--- src/hdl/crbc_pkg.sv ---
package crbc_pkg;

    // cluster shape
    localparam int NCPU = 4;
    localparam int CPU_W = 2;
    localparam int CLUSTER_ID_W = 4;

    // register port decode: addr[7] must be low, addr[6:5] picks the cpu, addr[4:0] the word
    localparam int ADDR_W = 8;
    localparam int ADDR_MAP_BIT = 7;
    localparam int ADDR_CPU_LSB = 5;
    localparam int ADDR_OFS_W = 5;
    localparam logic [4:0] OFS_SYSCTL = 5'h00;
    localparam logic [4:0] OFS_AFFINITY = 5'h04;
    localparam logic [4:0] OFS_AUXCTL = 5'h08;
    localparam logic [4:0] OFS_STATUS = 5'h0C;
    localparam logic [4:0] OFS_VECBASE = 5'h10;

    // system control register fields
    localparam int SYSCTL_EE_BIT = 0;
    localparam int SYSCTL_HIVEC_BIT = 1;
    localparam int SYSCTL_TE_BIT = 2;

    // affinity register fields
    localparam int AFF_CPU_LSB = 0;
    localparam int AFF_CLUSTER_LSB = 8;

    // auxiliary control and status fields
    localparam int AUX_SMP_BIT = 0;
    localparam int ST_CORE_RST_BIT = 0;
    localparam int ST_DBG_RST_BIT = 1;
    localparam int ST_L1_SWEEP_BIT = 2;
    localparam int ST_L1_READY_BIT = 3;
    localparam int ST_L2_RST_BIT = 4;
    localparam int ST_L2_SWEEP_BIT = 5;
    localparam int ST_L2_READY_BIT = 6;
    localparam int ST_WR_BLOCK_BIT = 7;
    localparam int ST_RUN_BIT = 8;

    // reset values and vector bases
    localparam logic [31:0] RDATA_RST = 32'h0000_0000;
    localparam logic [31:0] VEC_LOW = 32'h0000_0000;
    localparam logic [31:0] VEC_HIGH = 32'hFFFF_0000;
    localparam logic [3:0] CLUSTER_ID_RST = 4'h0;

    // invalidation sweep lengths, one cycle per set
    localparam int L1_IDX_W = 7;
    localparam int L1_SWEEP_LINES = 128;
    localparam int L2_IDX_W = 9;
    localparam int L2_SWEEP_LINES = 512;

    typedef struct packed {
        logic te;
        logic hivec;
        logic ee;
    } crbc_boot_t;

    localparam crbc_boot_t BOOT_RST = 3'h0;

    typedef enum logic [1:0] {
        CRBC_SW_RESET = 2'b00,
        CRBC_SW_SWEEP = 2'b01,
        CRBC_SW_READY = 2'b11
    } crbc_sweep_t;

endpackage

--- src/hdl/crbc_cluster.sv ---
// How it works
// every four-bit per-processor vector uses bit i for processor i only, i from 0 to 3.
// a low power-on reset bit resets the whole processor, debug and trace logic included.
// a low core-only reset bit resets the processor and its vector unit but not its debug logic.
// a low debug reset bit resets only that processor's debug, breakpoint and watchpoint logic.
// a low shared-cache reset resets the shared level-2 system and snoop control unit.
// a processor's first-level skip bit at 0 runs a level-1 invalidate at reset, at 1 skips it.
// the second-level skip input at 0 runs a level-2 invalidate at reset, at 1 skips it.
// the endianness strap loads the exception endian bit at reset, 0 low and 1 high.
// the high vector strap puts the vectors at 0x00000000 for 0 and 0xFFFF0000 for 1.
// the exception state strap loads the thumb exception bit at reset, 0 low and 1 high.
// straps are sampled only while the processor is in reset and must stay valid through it.
// the cluster identity captured at reset reads back in bits 11 to 8 of the affinity register.
// while a processor's secure write block is high, its system control register ignores writes.
// one output bit per processor tells whether it runs in symmetric multiprocessing mode.
// all capture and sweeping runs on the one clock, and reset release is synchronised to it.
`timescale 1ns/10ps
module crbc_cluster (
    // clock and reset
    input wire logic MCLK_I,
    input wire logic RST_I,
    // reset requests from the system, active low
    input wire logic [crbc_pkg::NCPU-1:0] CORE_POWER_ON_RESET_N_I,
    input wire logic [crbc_pkg::NCPU-1:0] CORE_ONLY_RESET_N_I,
    input wire logic [crbc_pkg::NCPU-1:0] DEBUG_LOGIC_RESET_N_I,
    input wire logic SHARED_CACHE_RESET_N_I,
    // invalidate skips
    input wire logic [crbc_pkg::NCPU-1:0] FIRST_LEVEL_INVALIDATE_SKIP_I,
    input wire logic SECOND_LEVEL_INVALIDATE_SKIP_I,
    // boot straps
    input wire logic [crbc_pkg::NCPU-1:0] ENDIANNESS_STRAP_I,
    input wire logic [crbc_pkg::NCPU-1:0] HIGH_VECTOR_STRAP_I,
    input wire logic [crbc_pkg::NCPU-1:0] EXCEPTION_STATE_STRAP_I,
    input wire logic [crbc_pkg::CLUSTER_ID_W-1:0] CLUSTER_IDENTITY_STRAP_I,
    input wire logic [crbc_pkg::NCPU-1:0] SECURE_SYSREG_WRITE_BLOCK_I,
    // register port
    input wire logic [crbc_pkg::ADDR_W-1:0] REG_ADDR_I,
    input wire logic [31:0] REG_WDATA_I,
    input wire logic REG_WR_I,
    input wire logic REG_RD_I,
    output logic [31:0] REG_RDATA_O,
    // domain resets and run enables toward the cores, active high
    output logic [crbc_pkg::NCPU-1:0] CORE_RESET_O,
    output logic [crbc_pkg::NCPU-1:0] DEBUG_RESET_O,
    output logic SHARED_CACHE_RESET_O,
    output logic [crbc_pkg::NCPU-1:0] CORE_RUN_O,
    // cache invalidation sweeps
    output logic [crbc_pkg::NCPU-1:0] L1_SWEEP_O,
    output logic [crbc_pkg::NCPU-1:0][crbc_pkg::L1_IDX_W-1:0] L1_SWEEP_IDX_O,
    output logic L2_SWEEP_O,
    output logic [crbc_pkg::L2_IDX_W-1:0] L2_SWEEP_IDX_O,
    // boot configuration
    output crbc_pkg::crbc_boot_t [crbc_pkg::NCPU-1:0] BOOT_CFG_O,
    output logic [crbc_pkg::NCPU-1:0][31:0] VECTOR_BASE_O,
    output logic [crbc_pkg::NCPU-1:0] MULTIPROCESSING_MODE_FLAG_O
);
    import crbc_pkg::*;

    // domain reset requests and their synchronised forms
    logic [NCPU-1:0] core_req;
    logic [NCPU-1:0] dbg_req;
    logic l2_req;
    logic [2*NCPU:0] all_req;
    logic [2*NCPU:0] all_dom;
    logic [NCPU-1:0] core_dom;
    logic [NCPU-1:0] dbg_dom;
    logic l2_dom;

    // invalidation state
    logic [NCPU-1:0] l1_sweep;
    logic [NCPU-1:0] l1_ready;
    logic l2_sweep;
    logic l2_ready;

    // captured configuration
    crbc_boot_t [NCPU-1:0] boot_ff;
    logic [NCPU-1:0][CLUSTER_ID_W-1:0] cluster_id_ff;
    logic [NCPU-1:0] smp_ff;
    logic [NCPU-1:0][31:0] vec_base_ff;
    logic [NCPU-1:0] run_ff;

    // register port decode
    logic reg_hit;
    logic [CPU_W-1:0] reg_cpu;
    logic [ADDR_OFS_W-1:0] reg_ofs;
    logic sysctl_wr;
    logic aux_wr;
    logic [31:0] nxt_rdata;
    logic [31:0] rdata_ff;

    // reset domains

    // power-on reset folds into both the core and the debug domain
    always_comb begin
        for (int i = 0; i < NCPU; i++) begin
            core_req[i] = ~CORE_POWER_ON_RESET_N_I[i] | ~CORE_ONLY_RESET_N_I[i];
            dbg_req[i] = ~CORE_POWER_ON_RESET_N_I[i] | ~DEBUG_LOGIC_RESET_N_I[i];
        end
    end

    assign l2_req = ~SHARED_CACHE_RESET_N_I;

    // bit i of each vector goes only to processor i's domain
    assign all_req = {l2_req, dbg_req, core_req};

    crbc_rst_sync #(
        .W(2 * NCPU + 1)
    ) u_rst_sync (
        .clk_i(MCLK_I),
        .rst_i(RST_I),
        .req_i(all_req),
        .rst_o(all_dom)
    );

    assign core_dom = all_dom[NCPU-1:0];
    assign dbg_dom = all_dom[2*NCPU-1:NCPU];
    assign l2_dom = all_dom[2*NCPU];

    // core reset leaves the debug domain alone, and the other way round
    assign CORE_RESET_O = core_dom;
    assign DEBUG_RESET_O = dbg_dom;
    assign SHARED_CACHE_RESET_O = l2_dom;

    // cache invalidation

    for (genvar g = 0; g < NCPU; g++) begin : g_l1
        crbc_cache_sweep #(
            .IDX_W(L1_IDX_W),
            .LINES(L1_SWEEP_LINES)
        ) u_l1_sweep (
            .clk_i(MCLK_I),
            .rst_i(RST_I),
            .dom_rst_i(core_dom[g]),
            .skip_i(FIRST_LEVEL_INVALIDATE_SKIP_I[g]),
            .sweep_o(l1_sweep[g]),
            .idx_o(L1_SWEEP_IDX_O[g]),
            .ready_o(l1_ready[g])
        );
    end

    crbc_cache_sweep #(
        .IDX_W(L2_IDX_W),
        .LINES(L2_SWEEP_LINES)
    ) u_l2_sweep (
        .clk_i(MCLK_I),
        .rst_i(RST_I),
        .dom_rst_i(l2_dom),
        .skip_i(SECOND_LEVEL_INVALIDATE_SKIP_I),
        .sweep_o(l2_sweep),
        .idx_o(L2_SWEEP_IDX_O),
        .ready_o(l2_ready)
    );

    assign L1_SWEEP_O = l1_sweep;
    assign L2_SWEEP_O = l2_sweep;

    // a core may not fetch until both its own and the shared cache are clean
    always_ff @(posedge MCLK_I or posedge RST_I) begin
        if (RST_I) begin
            run_ff <= '0;
        end else begin
            for (int i = 0; i < NCPU; i++) begin
                run_ff[i] <= ~core_dom[i] & l1_ready[i] & l2_ready;
            end
        end
    end

    assign CORE_RUN_O = run_ff;

    // register port decode

    assign reg_hit = ~REG_ADDR_I[ADDR_MAP_BIT];
    assign reg_cpu = REG_ADDR_I[ADDR_CPU_LSB +: CPU_W];
    assign reg_ofs = REG_ADDR_I[ADDR_OFS_W-1:0];

    // secure block gates only the system control word; aux stays writable
    assign sysctl_wr = REG_WR_I & reg_hit & (reg_ofs == OFS_SYSCTL)
                       & ~SECURE_SYSREG_WRITE_BLOCK_I[reg_cpu];
    assign aux_wr = REG_WR_I & reg_hit & (reg_ofs == OFS_AUXCTL);

    // boot straps

    // straps are followed every cycle of the core reset, so the value
    // held at release is the one kept; writes during reset are lost
    always_ff @(posedge MCLK_I or posedge RST_I) begin
        if (RST_I) begin
            boot_ff <= {NCPU{BOOT_RST}};
        end else begin
            for (int i = 0; i < NCPU; i++) begin
                if (core_dom[i]) begin
                    boot_ff[i].ee <= ENDIANNESS_STRAP_I[i];
                    boot_ff[i].hivec <= HIGH_VECTOR_STRAP_I[i];
                    boot_ff[i].te <= EXCEPTION_STATE_STRAP_I[i];
                end else if (sysctl_wr && (reg_cpu == CPU_W'(i))) begin
                    boot_ff[i].ee <= REG_WDATA_I[SYSCTL_EE_BIT];
                    boot_ff[i].hivec <= REG_WDATA_I[SYSCTL_HIVEC_BIT];
                    boot_ff[i].te <= REG_WDATA_I[SYSCTL_TE_BIT];
                end
            end
        end
    end

    assign BOOT_CFG_O = boot_ff;

    // cluster identity is kept per processor, caught in that processor's reset
    always_ff @(posedge MCLK_I or posedge RST_I) begin
        if (RST_I) begin
            cluster_id_ff <= {NCPU{CLUSTER_ID_RST}};
        end else begin
            for (int i = 0; i < NCPU; i++) begin
                if (core_dom[i]) begin
                    cluster_id_ff[i] <= CLUSTER_IDENTITY_STRAP_I;
                end
            end
        end
    end

    // vector base follows the control bit one cycle later
    always_ff @(posedge MCLK_I or posedge RST_I) begin
        if (RST_I) begin
            vec_base_ff <= {NCPU{VEC_LOW}};
        end else begin
            for (int i = 0; i < NCPU; i++) begin
                vec_base_ff[i] <= boot_ff[i].hivec ? VEC_HIGH : VEC_LOW;
            end
        end
    end

    assign VECTOR_BASE_O = vec_base_ff;

    // multiprocessing mode

    // a core leaves reset in asymmetric mode and software opts in
    always_ff @(posedge MCLK_I or posedge RST_I) begin
        if (RST_I) begin
            smp_ff <= '0;
        end else begin
            for (int i = 0; i < NCPU; i++) begin
                if (core_dom[i]) begin
                    smp_ff[i] <= 1'b0;
                end else if (aux_wr && (reg_cpu == CPU_W'(i))) begin
                    smp_ff[i] <= REG_WDATA_I[AUX_SMP_BIT];
                end
            end
        end
    end

    assign MULTIPROCESSING_MODE_FLAG_O = smp_ff;

    // register read

    always_comb begin
        nxt_rdata = RDATA_RST;
        if (REG_RD_I && reg_hit) begin
            case (reg_ofs)
                OFS_SYSCTL: begin
                    nxt_rdata[SYSCTL_EE_BIT] = boot_ff[reg_cpu].ee;
                    nxt_rdata[SYSCTL_HIVEC_BIT] = boot_ff[reg_cpu].hivec;
                    nxt_rdata[SYSCTL_TE_BIT] = boot_ff[reg_cpu].te;
                end
                OFS_AFFINITY: begin
                    nxt_rdata[AFF_CPU_LSB +: CPU_W] = reg_cpu;
                    nxt_rdata[AFF_CLUSTER_LSB +: CLUSTER_ID_W] = cluster_id_ff[reg_cpu];
                end
                OFS_AUXCTL: begin
                    nxt_rdata[AUX_SMP_BIT] = smp_ff[reg_cpu];
                end
                OFS_STATUS: begin
                    nxt_rdata[ST_CORE_RST_BIT] = core_dom[reg_cpu];
                    nxt_rdata[ST_DBG_RST_BIT] = dbg_dom[reg_cpu];
                    nxt_rdata[ST_L1_SWEEP_BIT] = l1_sweep[reg_cpu];
                    nxt_rdata[ST_L1_READY_BIT] = l1_ready[reg_cpu];
                    nxt_rdata[ST_L2_RST_BIT] = l2_dom;
                    nxt_rdata[ST_L2_SWEEP_BIT] = l2_sweep;
                    nxt_rdata[ST_L2_READY_BIT] = l2_ready;
                    nxt_rdata[ST_WR_BLOCK_BIT] = SECURE_SYSREG_WRITE_BLOCK_I[reg_cpu];
                    nxt_rdata[ST_RUN_BIT] = run_ff[reg_cpu];
                end
                OFS_VECBASE: begin
                    nxt_rdata = vec_base_ff[reg_cpu];
                end
                default: begin
                    nxt_rdata = RDATA_RST;
                end
            endcase
        end
    end

    // data stands only in the cycle after the strobe, zero otherwise
    always_ff @(posedge MCLK_I or posedge RST_I) begin
        if (RST_I) begin
            rdata_ff <= RDATA_RST;
        end else begin
            rdata_ff <= nxt_rdata;
        end
    end

    assign REG_RDATA_O = rdata_ff;

endmodule

--- src/hdl/crbc_rst_sync.sv ---
`timescale 1ns/10ps
module crbc_rst_sync #(
    parameter int W = 1
) (
    // clock and reset
    input wire logic clk_i,
    input wire logic rst_i,
    // active high reset requests, level
    input wire logic [W-1:0] req_i,
    // synchronised domain resets
    output logic [W-1:0] rst_o
);
    import crbc_pkg::*;

    // assert at once, release two edges after the request drops
    for (genvar g = 0; g < W; g++) begin : g_sync
        logic arst;
        logic meta_ff;
        logic hold_ff;
        assign arst = rst_i | req_i[g];
        always_ff @(posedge clk_i or posedge arst) begin
            if (arst) begin
                meta_ff <= 1'b1;
                hold_ff <= 1'b1;
            end else begin
                meta_ff <= 1'b0;
                hold_ff <= meta_ff;
            end
        end
        assign rst_o[g] = hold_ff;
    end

endmodule

--- src/hdl/crbc_cache_sweep.sv ---
`timescale 1ns/10ps
module crbc_cache_sweep #(
    parameter int IDX_W = 7,
    parameter int LINES = 128
) (
    // clock and reset
    input wire logic clk_i,
    input wire logic rst_i,
    // domain reset and the skip strap
    input wire logic dom_rst_i,
    input wire logic skip_i,
    // sweep progress
    output logic sweep_o,
    output logic [IDX_W-1:0] idx_o,
    output logic ready_o
);
    import crbc_pkg::*;

    localparam logic [IDX_W-1:0] LAST = IDX_W'(LINES - 1);

    crbc_sweep_t state_ff;
    crbc_sweep_t nxt_state;
    logic [IDX_W-1:0] idx_ff;
    logic [IDX_W-1:0] nxt_idx;
    logic skip_ff;

    // skip is only looked at while the domain is in reset
    always_ff @(posedge clk_i or posedge rst_i) begin
        if (rst_i) begin
            skip_ff <= 1'b0;
        end else if (dom_rst_i) begin
            skip_ff <= skip_i;
        end
    end

    always_comb begin
        nxt_state = state_ff;
        nxt_idx = idx_ff;
        case (state_ff)
            CRBC_SW_RESET: begin
                nxt_idx = '0;
                if (!dom_rst_i) begin
                    nxt_state = skip_ff ? CRBC_SW_READY : CRBC_SW_SWEEP;
                end
            end
            CRBC_SW_SWEEP: begin
                if (idx_ff == LAST) begin
                    nxt_state = CRBC_SW_READY;
                end else begin
                    nxt_idx = idx_ff + 1'b1;
                end
            end
            CRBC_SW_READY: begin
                nxt_idx = '0;
            end
            default: begin
                nxt_state = CRBC_SW_RESET;
                nxt_idx = '0;
            end
        endcase
        if (dom_rst_i) begin
            nxt_state = CRBC_SW_RESET;
            nxt_idx = '0;
        end
    end

    always_ff @(posedge clk_i or posedge rst_i) begin
        if (rst_i) begin
            state_ff <= CRBC_SW_RESET;
            idx_ff <= '0;
        end else begin
            state_ff <= nxt_state;
            idx_ff <= nxt_idx;
        end
    end

    assign sweep_o = (state_ff == CRBC_SW_SWEEP);
    assign ready_o = (state_ff == CRBC_SW_READY);
    assign idx_o = idx_ff;

endmodule

--- config.mk ---
export PLATFORM = sky130hd
export DESIGN_NAME = crbc_cluster
export DESIGN_NICKNAME = d
export VERILOG_FILES = /design/src/hdl/crbc_pkg.sv /design/src/hdl/crbc_cluster.sv /design/src/hdl/crbc_rst_sync.sv /design/src/hdl/crbc_cache_sweep.sv
export SDC_FILE = /design/constraint.sdc
export NUM_CORES = 1
export LEC_CHECK = 0
export BUFFER_PORTS_ARGS = -buffer_cell sky130_fd_sc_hd__clkbuf_2
export CAP_MARGIN = 20
export CORE_AREA = 2 2 120 122
export DETAILED_ROUTE_END_ITERATION = 8
export DIE_AREA = 0 0 122 124
export PLACE_DENSITY = 0.79
export SETUP_SLACK_MARGIN = 0.2
export SYNTH_ARGS = -nofsm -noshare
export SYNTH_HDL_FRONTEND = slang
export SYNTH_SLANG_ARGS = --single-unit
--- constraint.sdc ---
create_clock -name MCLK_I -period 5.6 [get_ports MCLK_I]
set_clock_uncertainty 0.05 [all_clocks]
set_input_delay 0.56 -clock MCLK_I [delete_from_list [all_inputs] [get_ports MCLK_I]]
set_output_delay 0.56 -clock MCLK_I [all_outputs]
set_load 0.02 [all_outputs]
# ---- Word level (Yosys, flattened, before mapping)
# Index checks and enable logic that the tools add are counted.
dict set report totals {
  ff_bits 266
  in_bits 82
}
dict set report op_classes {
  addsub 5
  order_cmp 1
  n_eq_ne 37
  muxes 83
  bitwise_logic 48
  n_reduce_logical 29
}
# op count
set ops {}
lappend ops {{32-bit 2-to-1 mux} 6}
lappend ops {{7-bit 2-to-1 mux} 12}
lappend ops {{32-bit binary-select mux with 2-bit select} 1}
lappend ops {{2-bit 2-to-1 mux} 15}
lappend ops {{2-bit one-hot mux with 3 select lines} 5}
lappend ops {{7-bit by 1-bit adder with 7-bit output, second input constant} 4}
lappend ops {{7-bit equality test, second input constant} 4}
lappend ops {{3-bit 2-to-1 mux} 9}
lappend ops {{9-bit 2-to-1 mux} 3}
lappend ops {{3-bit inequality test, second input constant} 9}
lappend ops {{20-bit 2-to-1 mux} 1}
lappend ops {{1-bit NOT} 19}
lappend ops {{1-bit OR} 17}
lappend ops {{2-bit nonzero test} 8}
lappend ops {{1-bit 2-to-1 mux} 15}
lappend ops {{1-bit binary-select mux with 2-bit select} 7}
lappend ops {{2-bit equality test, second input constant} 7}
lappend ops {{1-bit AND} 12}
lappend ops {{2-bit by 1-bit equality test with 1-bit output, second input constant} 6}
lappend ops {{2-bit zero test} 6}
lappend ops {{5-bit by 4-bit equality test with 1-bit output, second input constant} 2}
lappend ops {{5-bit one-hot mux with 2 select lines} 1}
lappend ops {{2-bit AND reduction} 5}
lappend ops {{9-bit by 1-bit adder with 9-bit output, second input constant} 1}
lappend ops {{16 further kinds} 28}

# ---- Longest topological paths before layout
dict set report logic_depth {
  ltp_word 7
  mapped_depth 9
  depth_no_buf 8
}

# ---- Modules after synthesis
# From an unflattened synthesis, not the netlist that was laid out.
dict set report unflattened {
  cells_unflattened 636
  hier_area_um2 6839.1
}
# module n_inst cells_per_inst area_per_inst_um2
set by_module_without_submodules {}
lappend by_module_without_submodules {crbc_cluster 1 355 3689.8}
lappend by_module_without_submodules {{crbc_cache_sweep (g_l1[0].u_l1_sweep ...)} 4 46 486.7}
lappend by_module_without_submodules {{crbc_cache_sweep (u_l2_sweep)} 1 59 613.1}
lappend by_module_without_submodules {crbc_rst_sync 1 38 589.3}

# ---- Worst setup path after synthesis
# No wires, ideal clock.
dict set report synth_path {
  path_kind {input -> register}
  from {input port REG_ADDR_I[2] (netlist name)}
  to {register boot_ff, in the netlist BOOT_CFG_O[11]}
  arrival_ns 1.722
  required_ns 5.425
  slack_ns 3.703
  path_stages 5
  path_buffers 1
  path_cell_list {buf_6 -> nor4b_4 -> nand3_1 -> mux2_1 -> mux2_2}
}
dict set report synth_between {
  elab_chain_cells 5
}
# element line
set synth_lines {}
lappend synth_lines {{start: declaration} crbc_cluster.sv:37} ;# input wire logic [crbc_pkg::ADDR_W-1:0] REG_ADDR_I,
lappend synth_lines {{5-bit zero test} crbc_cluster.sv:177} ;# assign sysctl_wr = REG_WR_I & reg_hit & (reg_ofs == OFS_SYSCTL)
lappend synth_lines {{1-bit AND} crbc_cluster.sv:177}
lappend synth_lines {{1-bit AND} crbc_cluster.sv:178} ;# & ~SECURE_SYSREG_WRITE_BLOCK_I[reg_cpu];
lappend synth_lines {{1-bit logical AND} crbc_cluster.sv:194} ;# end else if (sysctl_wr && (reg_cpu == CPU_W'(i))) begin
lappend synth_lines {{2-bit nonzero test (no line)} -}
lappend synth_lines {{end signal: assignment} crbc_cluster.sv:187} ;# boot_ff <= {NCPU{BOOT_RST}};
lappend synth_lines {{end: declaration} crbc_cluster.sv:76} ;# crbc_boot_t [NCPU-1:0] boot_ff;
# Every way passes these cells.
# A chain may end at the register's enable or synchronous reset.

# ---- Final worst setup path
dict set report layout_path {
  from {register u_rst_sync.g_sync[1].hold_ff}
  to {output port CORE_RESET_O[1] (netlist name)}
}
# element line
set layout_rtl {}
lappend layout_rtl {{start: declaration} crbc_rst_sync.sv:19} ;# logic hold_ff;
lappend layout_rtl {{start signal: assignment} crbc_rst_sync.sv:27} ;# hold_ff <= meta_ff;
lappend layout_rtl {{end: declaration} crbc_cluster.sv:43} ;# output logic [crbc_pkg::NCPU-1:0] CORE_RESET_O,
# No word-level cell between the ends.

==> metrics.txt <==
CP top delay family flip-flops; I/O Buffers 215; Post-Syn Instances 581; Post CTS Setup Buffer Count 0; minimum clock period 2130 ps; vias in the first global route 4032; HPWL after DPL 10200 um; endpoints failing hold 0; Area Growth Syn to Fin 14.9%; NumNets Final 811; DIE HEIGHT 124 um; crit end category primary output; CTS H-tree depth 4; Least-Margin Pin Slew 817 ps; Die W 122 um; vias 4417; RSZ-0062 raised after global routing no; Critical Path Fanout Max 15; Initial Utilization 47.8%; Syn Std Cell Area 6550 um^2; CP Launch Type register; CP Cell Sequence clkbuf_2; routability-driven placement congestion ratio 0.793; FF+latch count, synth 123; ANT cells 0; Critical Path RT 4990 ps; Worst Path Buf+Inv 1; number of synthesized flops with an enable pin 0; commonest non-fill, non-tap cell in the layout clkbuf_2; CTS sink count 123; setup TNS 0 ps; grt total ovfl 0; Final Slew Violations 0; layout cell share with drive strength beyond 1 44.4%; Antenna Nets Post-Route 0; largest net degree at the start of global routing 68; fraction of registers with async set/reset 100%; 1st-pass router iterations 6; post-synthesis cell type count 43; sequential fraction of the synthesis area 47.3%; status complete, no violations; Via-to-Cell Ratio 4.82; Boundary Pins 313; Skew-Pair Late Insertion Delay 420 ps; CTS Buffer Depth 2; Leak 3.86 nW; Max Freq 0.471 GHz; first-pass GRT wire length 21400 um; Peak supply drop 0.271 mV; Root Driver clkbuf_16; Post-CTS Hold Fix Bufs 0; # setup viols final 0; CTS Buf Count 17; overall power 2.46 mW; First DRT Iteration DRCs 167; initial antenna violation count 0; Max Cap Viol 0; warning count from the yosys run 0; Worst path slowest cell dfstp_2; full die area 15100 um^2; wire per inst 15.2 um; r2r worst-path depth 8; fin crit share 38.0%; Cell Pwr Density 326 nW/um^2; routed wire length 13900 um; Clock transition at path regs 50 ps; WP depth 1; crit path DAT 1520 ps; CTS tree built; Crit Path Category register to primary output; worst hold path class primary input to async pin; most frequent cells in the layout 215 x clkbuf_2, 105 x dfrtp_1, 77 x conb_1; Slew HR 45.5%; # DRC 0; row cnt 43; core area 13700 um^2; Total GRT Usage 18.8%; Synth Flop Type dfrtp_1; Mean Syn Cell Area 11.3 um^2; cts repair resizes 0; slowest cell delay on critical path 840 ps
[logic make-up after synthesis]
family                   Yosys count  synth area share [%]
flip-flops                       123                  47.3
XOR/XNOR                          23                  3.07
multiplexers                      71                  14.0
AO/OA/AOI/OAI                     44                  3.99
AND/OR/NAND/NOR                  133                  11.0
adder cells (fa/ha/maj)            6                  1.15
buffers and inverters            180                  19.4
other                              1                0.0572
[synthesized netlist by cell type (5+ instances only)]
library cell	n	area, um^2
nor3_1	7	35.0
dfrtp_1	105	2630
nand3_1	13	65.1
nor2_1	41	154
mux2_2	44	495
a31oi_1	9	56.3
buf_2	5	25.0
mux4_2	12	270
xnor2_1	15	131
mux2i_1	13	130
xor2_1	8	70.1
dfstp_2	18	473
a21oi_1	22	110
and3_1	14	87.6
nor2b_1	10	62.6
nand2_1	16	60.1
ha_1	6	75.1
buf_4	155	1160
nand4_1	7	43.8
inv_1	11	41.3
nand2b_1	6	37.5
[power by group]
| part | switching [mW] | total, mW | internal (mW) |
|---|---|---|---|
| Clock | 0.406 | 1.12 | 0.714 |
| Combinational | 0.227 | 0.349 | 0.121 |
| Sequential | 0.0500 | 0.988 | 0.938 |
| Total | 0.683 | 2.46 | 1.77 |
[layer usage]
metal	global-route usage (%)	routed length [um]
met3	6.46	1160
met1	23.8	5800
met4	8.05	267
met5	0	0
met2	29.6	6660
[final timing paths]
path,startpoint,endpoint,slack [ps]
hold reg to reg,u_rst_sync.g_sync[8].meta_ff,u_rst_sync.g_sync[8].hold_ff,300
setup reg to reg,u_l2_sweep.idx_o[0],u_l2_sweep.idx_o[7],3770
hold / removal,CORE_ONLY_RESET_N_I[0],u_rst_sync.g_sync[0].meta_ff,190
min in group MCLK_I,u_rst_sync.g_sync[8].meta_ff,u_rst_sync.g_sync[8].hold_ff,300
max in group asynchronous,RST_I,u_rst_sync.g_sync[3].hold_ff,3900
setup / recovery,u_rst_sync.g_sync[1].hold_ff,CORE_RESET_O[1],3470
[flip-flops by register name, indices dropped and copies added, names as in the netlist, 8 cells and up]
| register | flops |
|---|---|
| BOOT_CFG_O | 12 |
| cluster_id_ff | 16 |
| g_l1.u_l1_sweep.idx_o | 28 |
| g_l1.u_l1_sweep.state_ff | 8 |
| u_rst_sync.g_sync.meta_ff | 9 |
| u_l2_sweep.idx_o | 9 |
| u_rst_sync.g_sync.hold_ff | 9 |
| REG_RDATA_O | 13 |
[through the flow]
step	util (%)	hold WS, ps	area, um^2	instances	setup WS, ps
detailed placement	50.4	297	6920	884	3220
global placement	50.4	295	6920	884	3230
finish	54.9	191	7530	916	3470
floorplan	-	295	6840	657	2130
CTS	54.9	179	7530	916	3450
global route	54.9	205	7530	916	3420
[area by class of cell]
class / instances / area, um^2
fill: 1208 / 6190
sequential: 123 / 3100
multi-input combinational: 354 / 2460
timing repair buffer: 216 / 1080
clock buffer: 19 / 443
tap: 180 / 225
clock inverter: 13 / 165
inverter: 11 / 43.8
(Power assumes the default switching activity.)
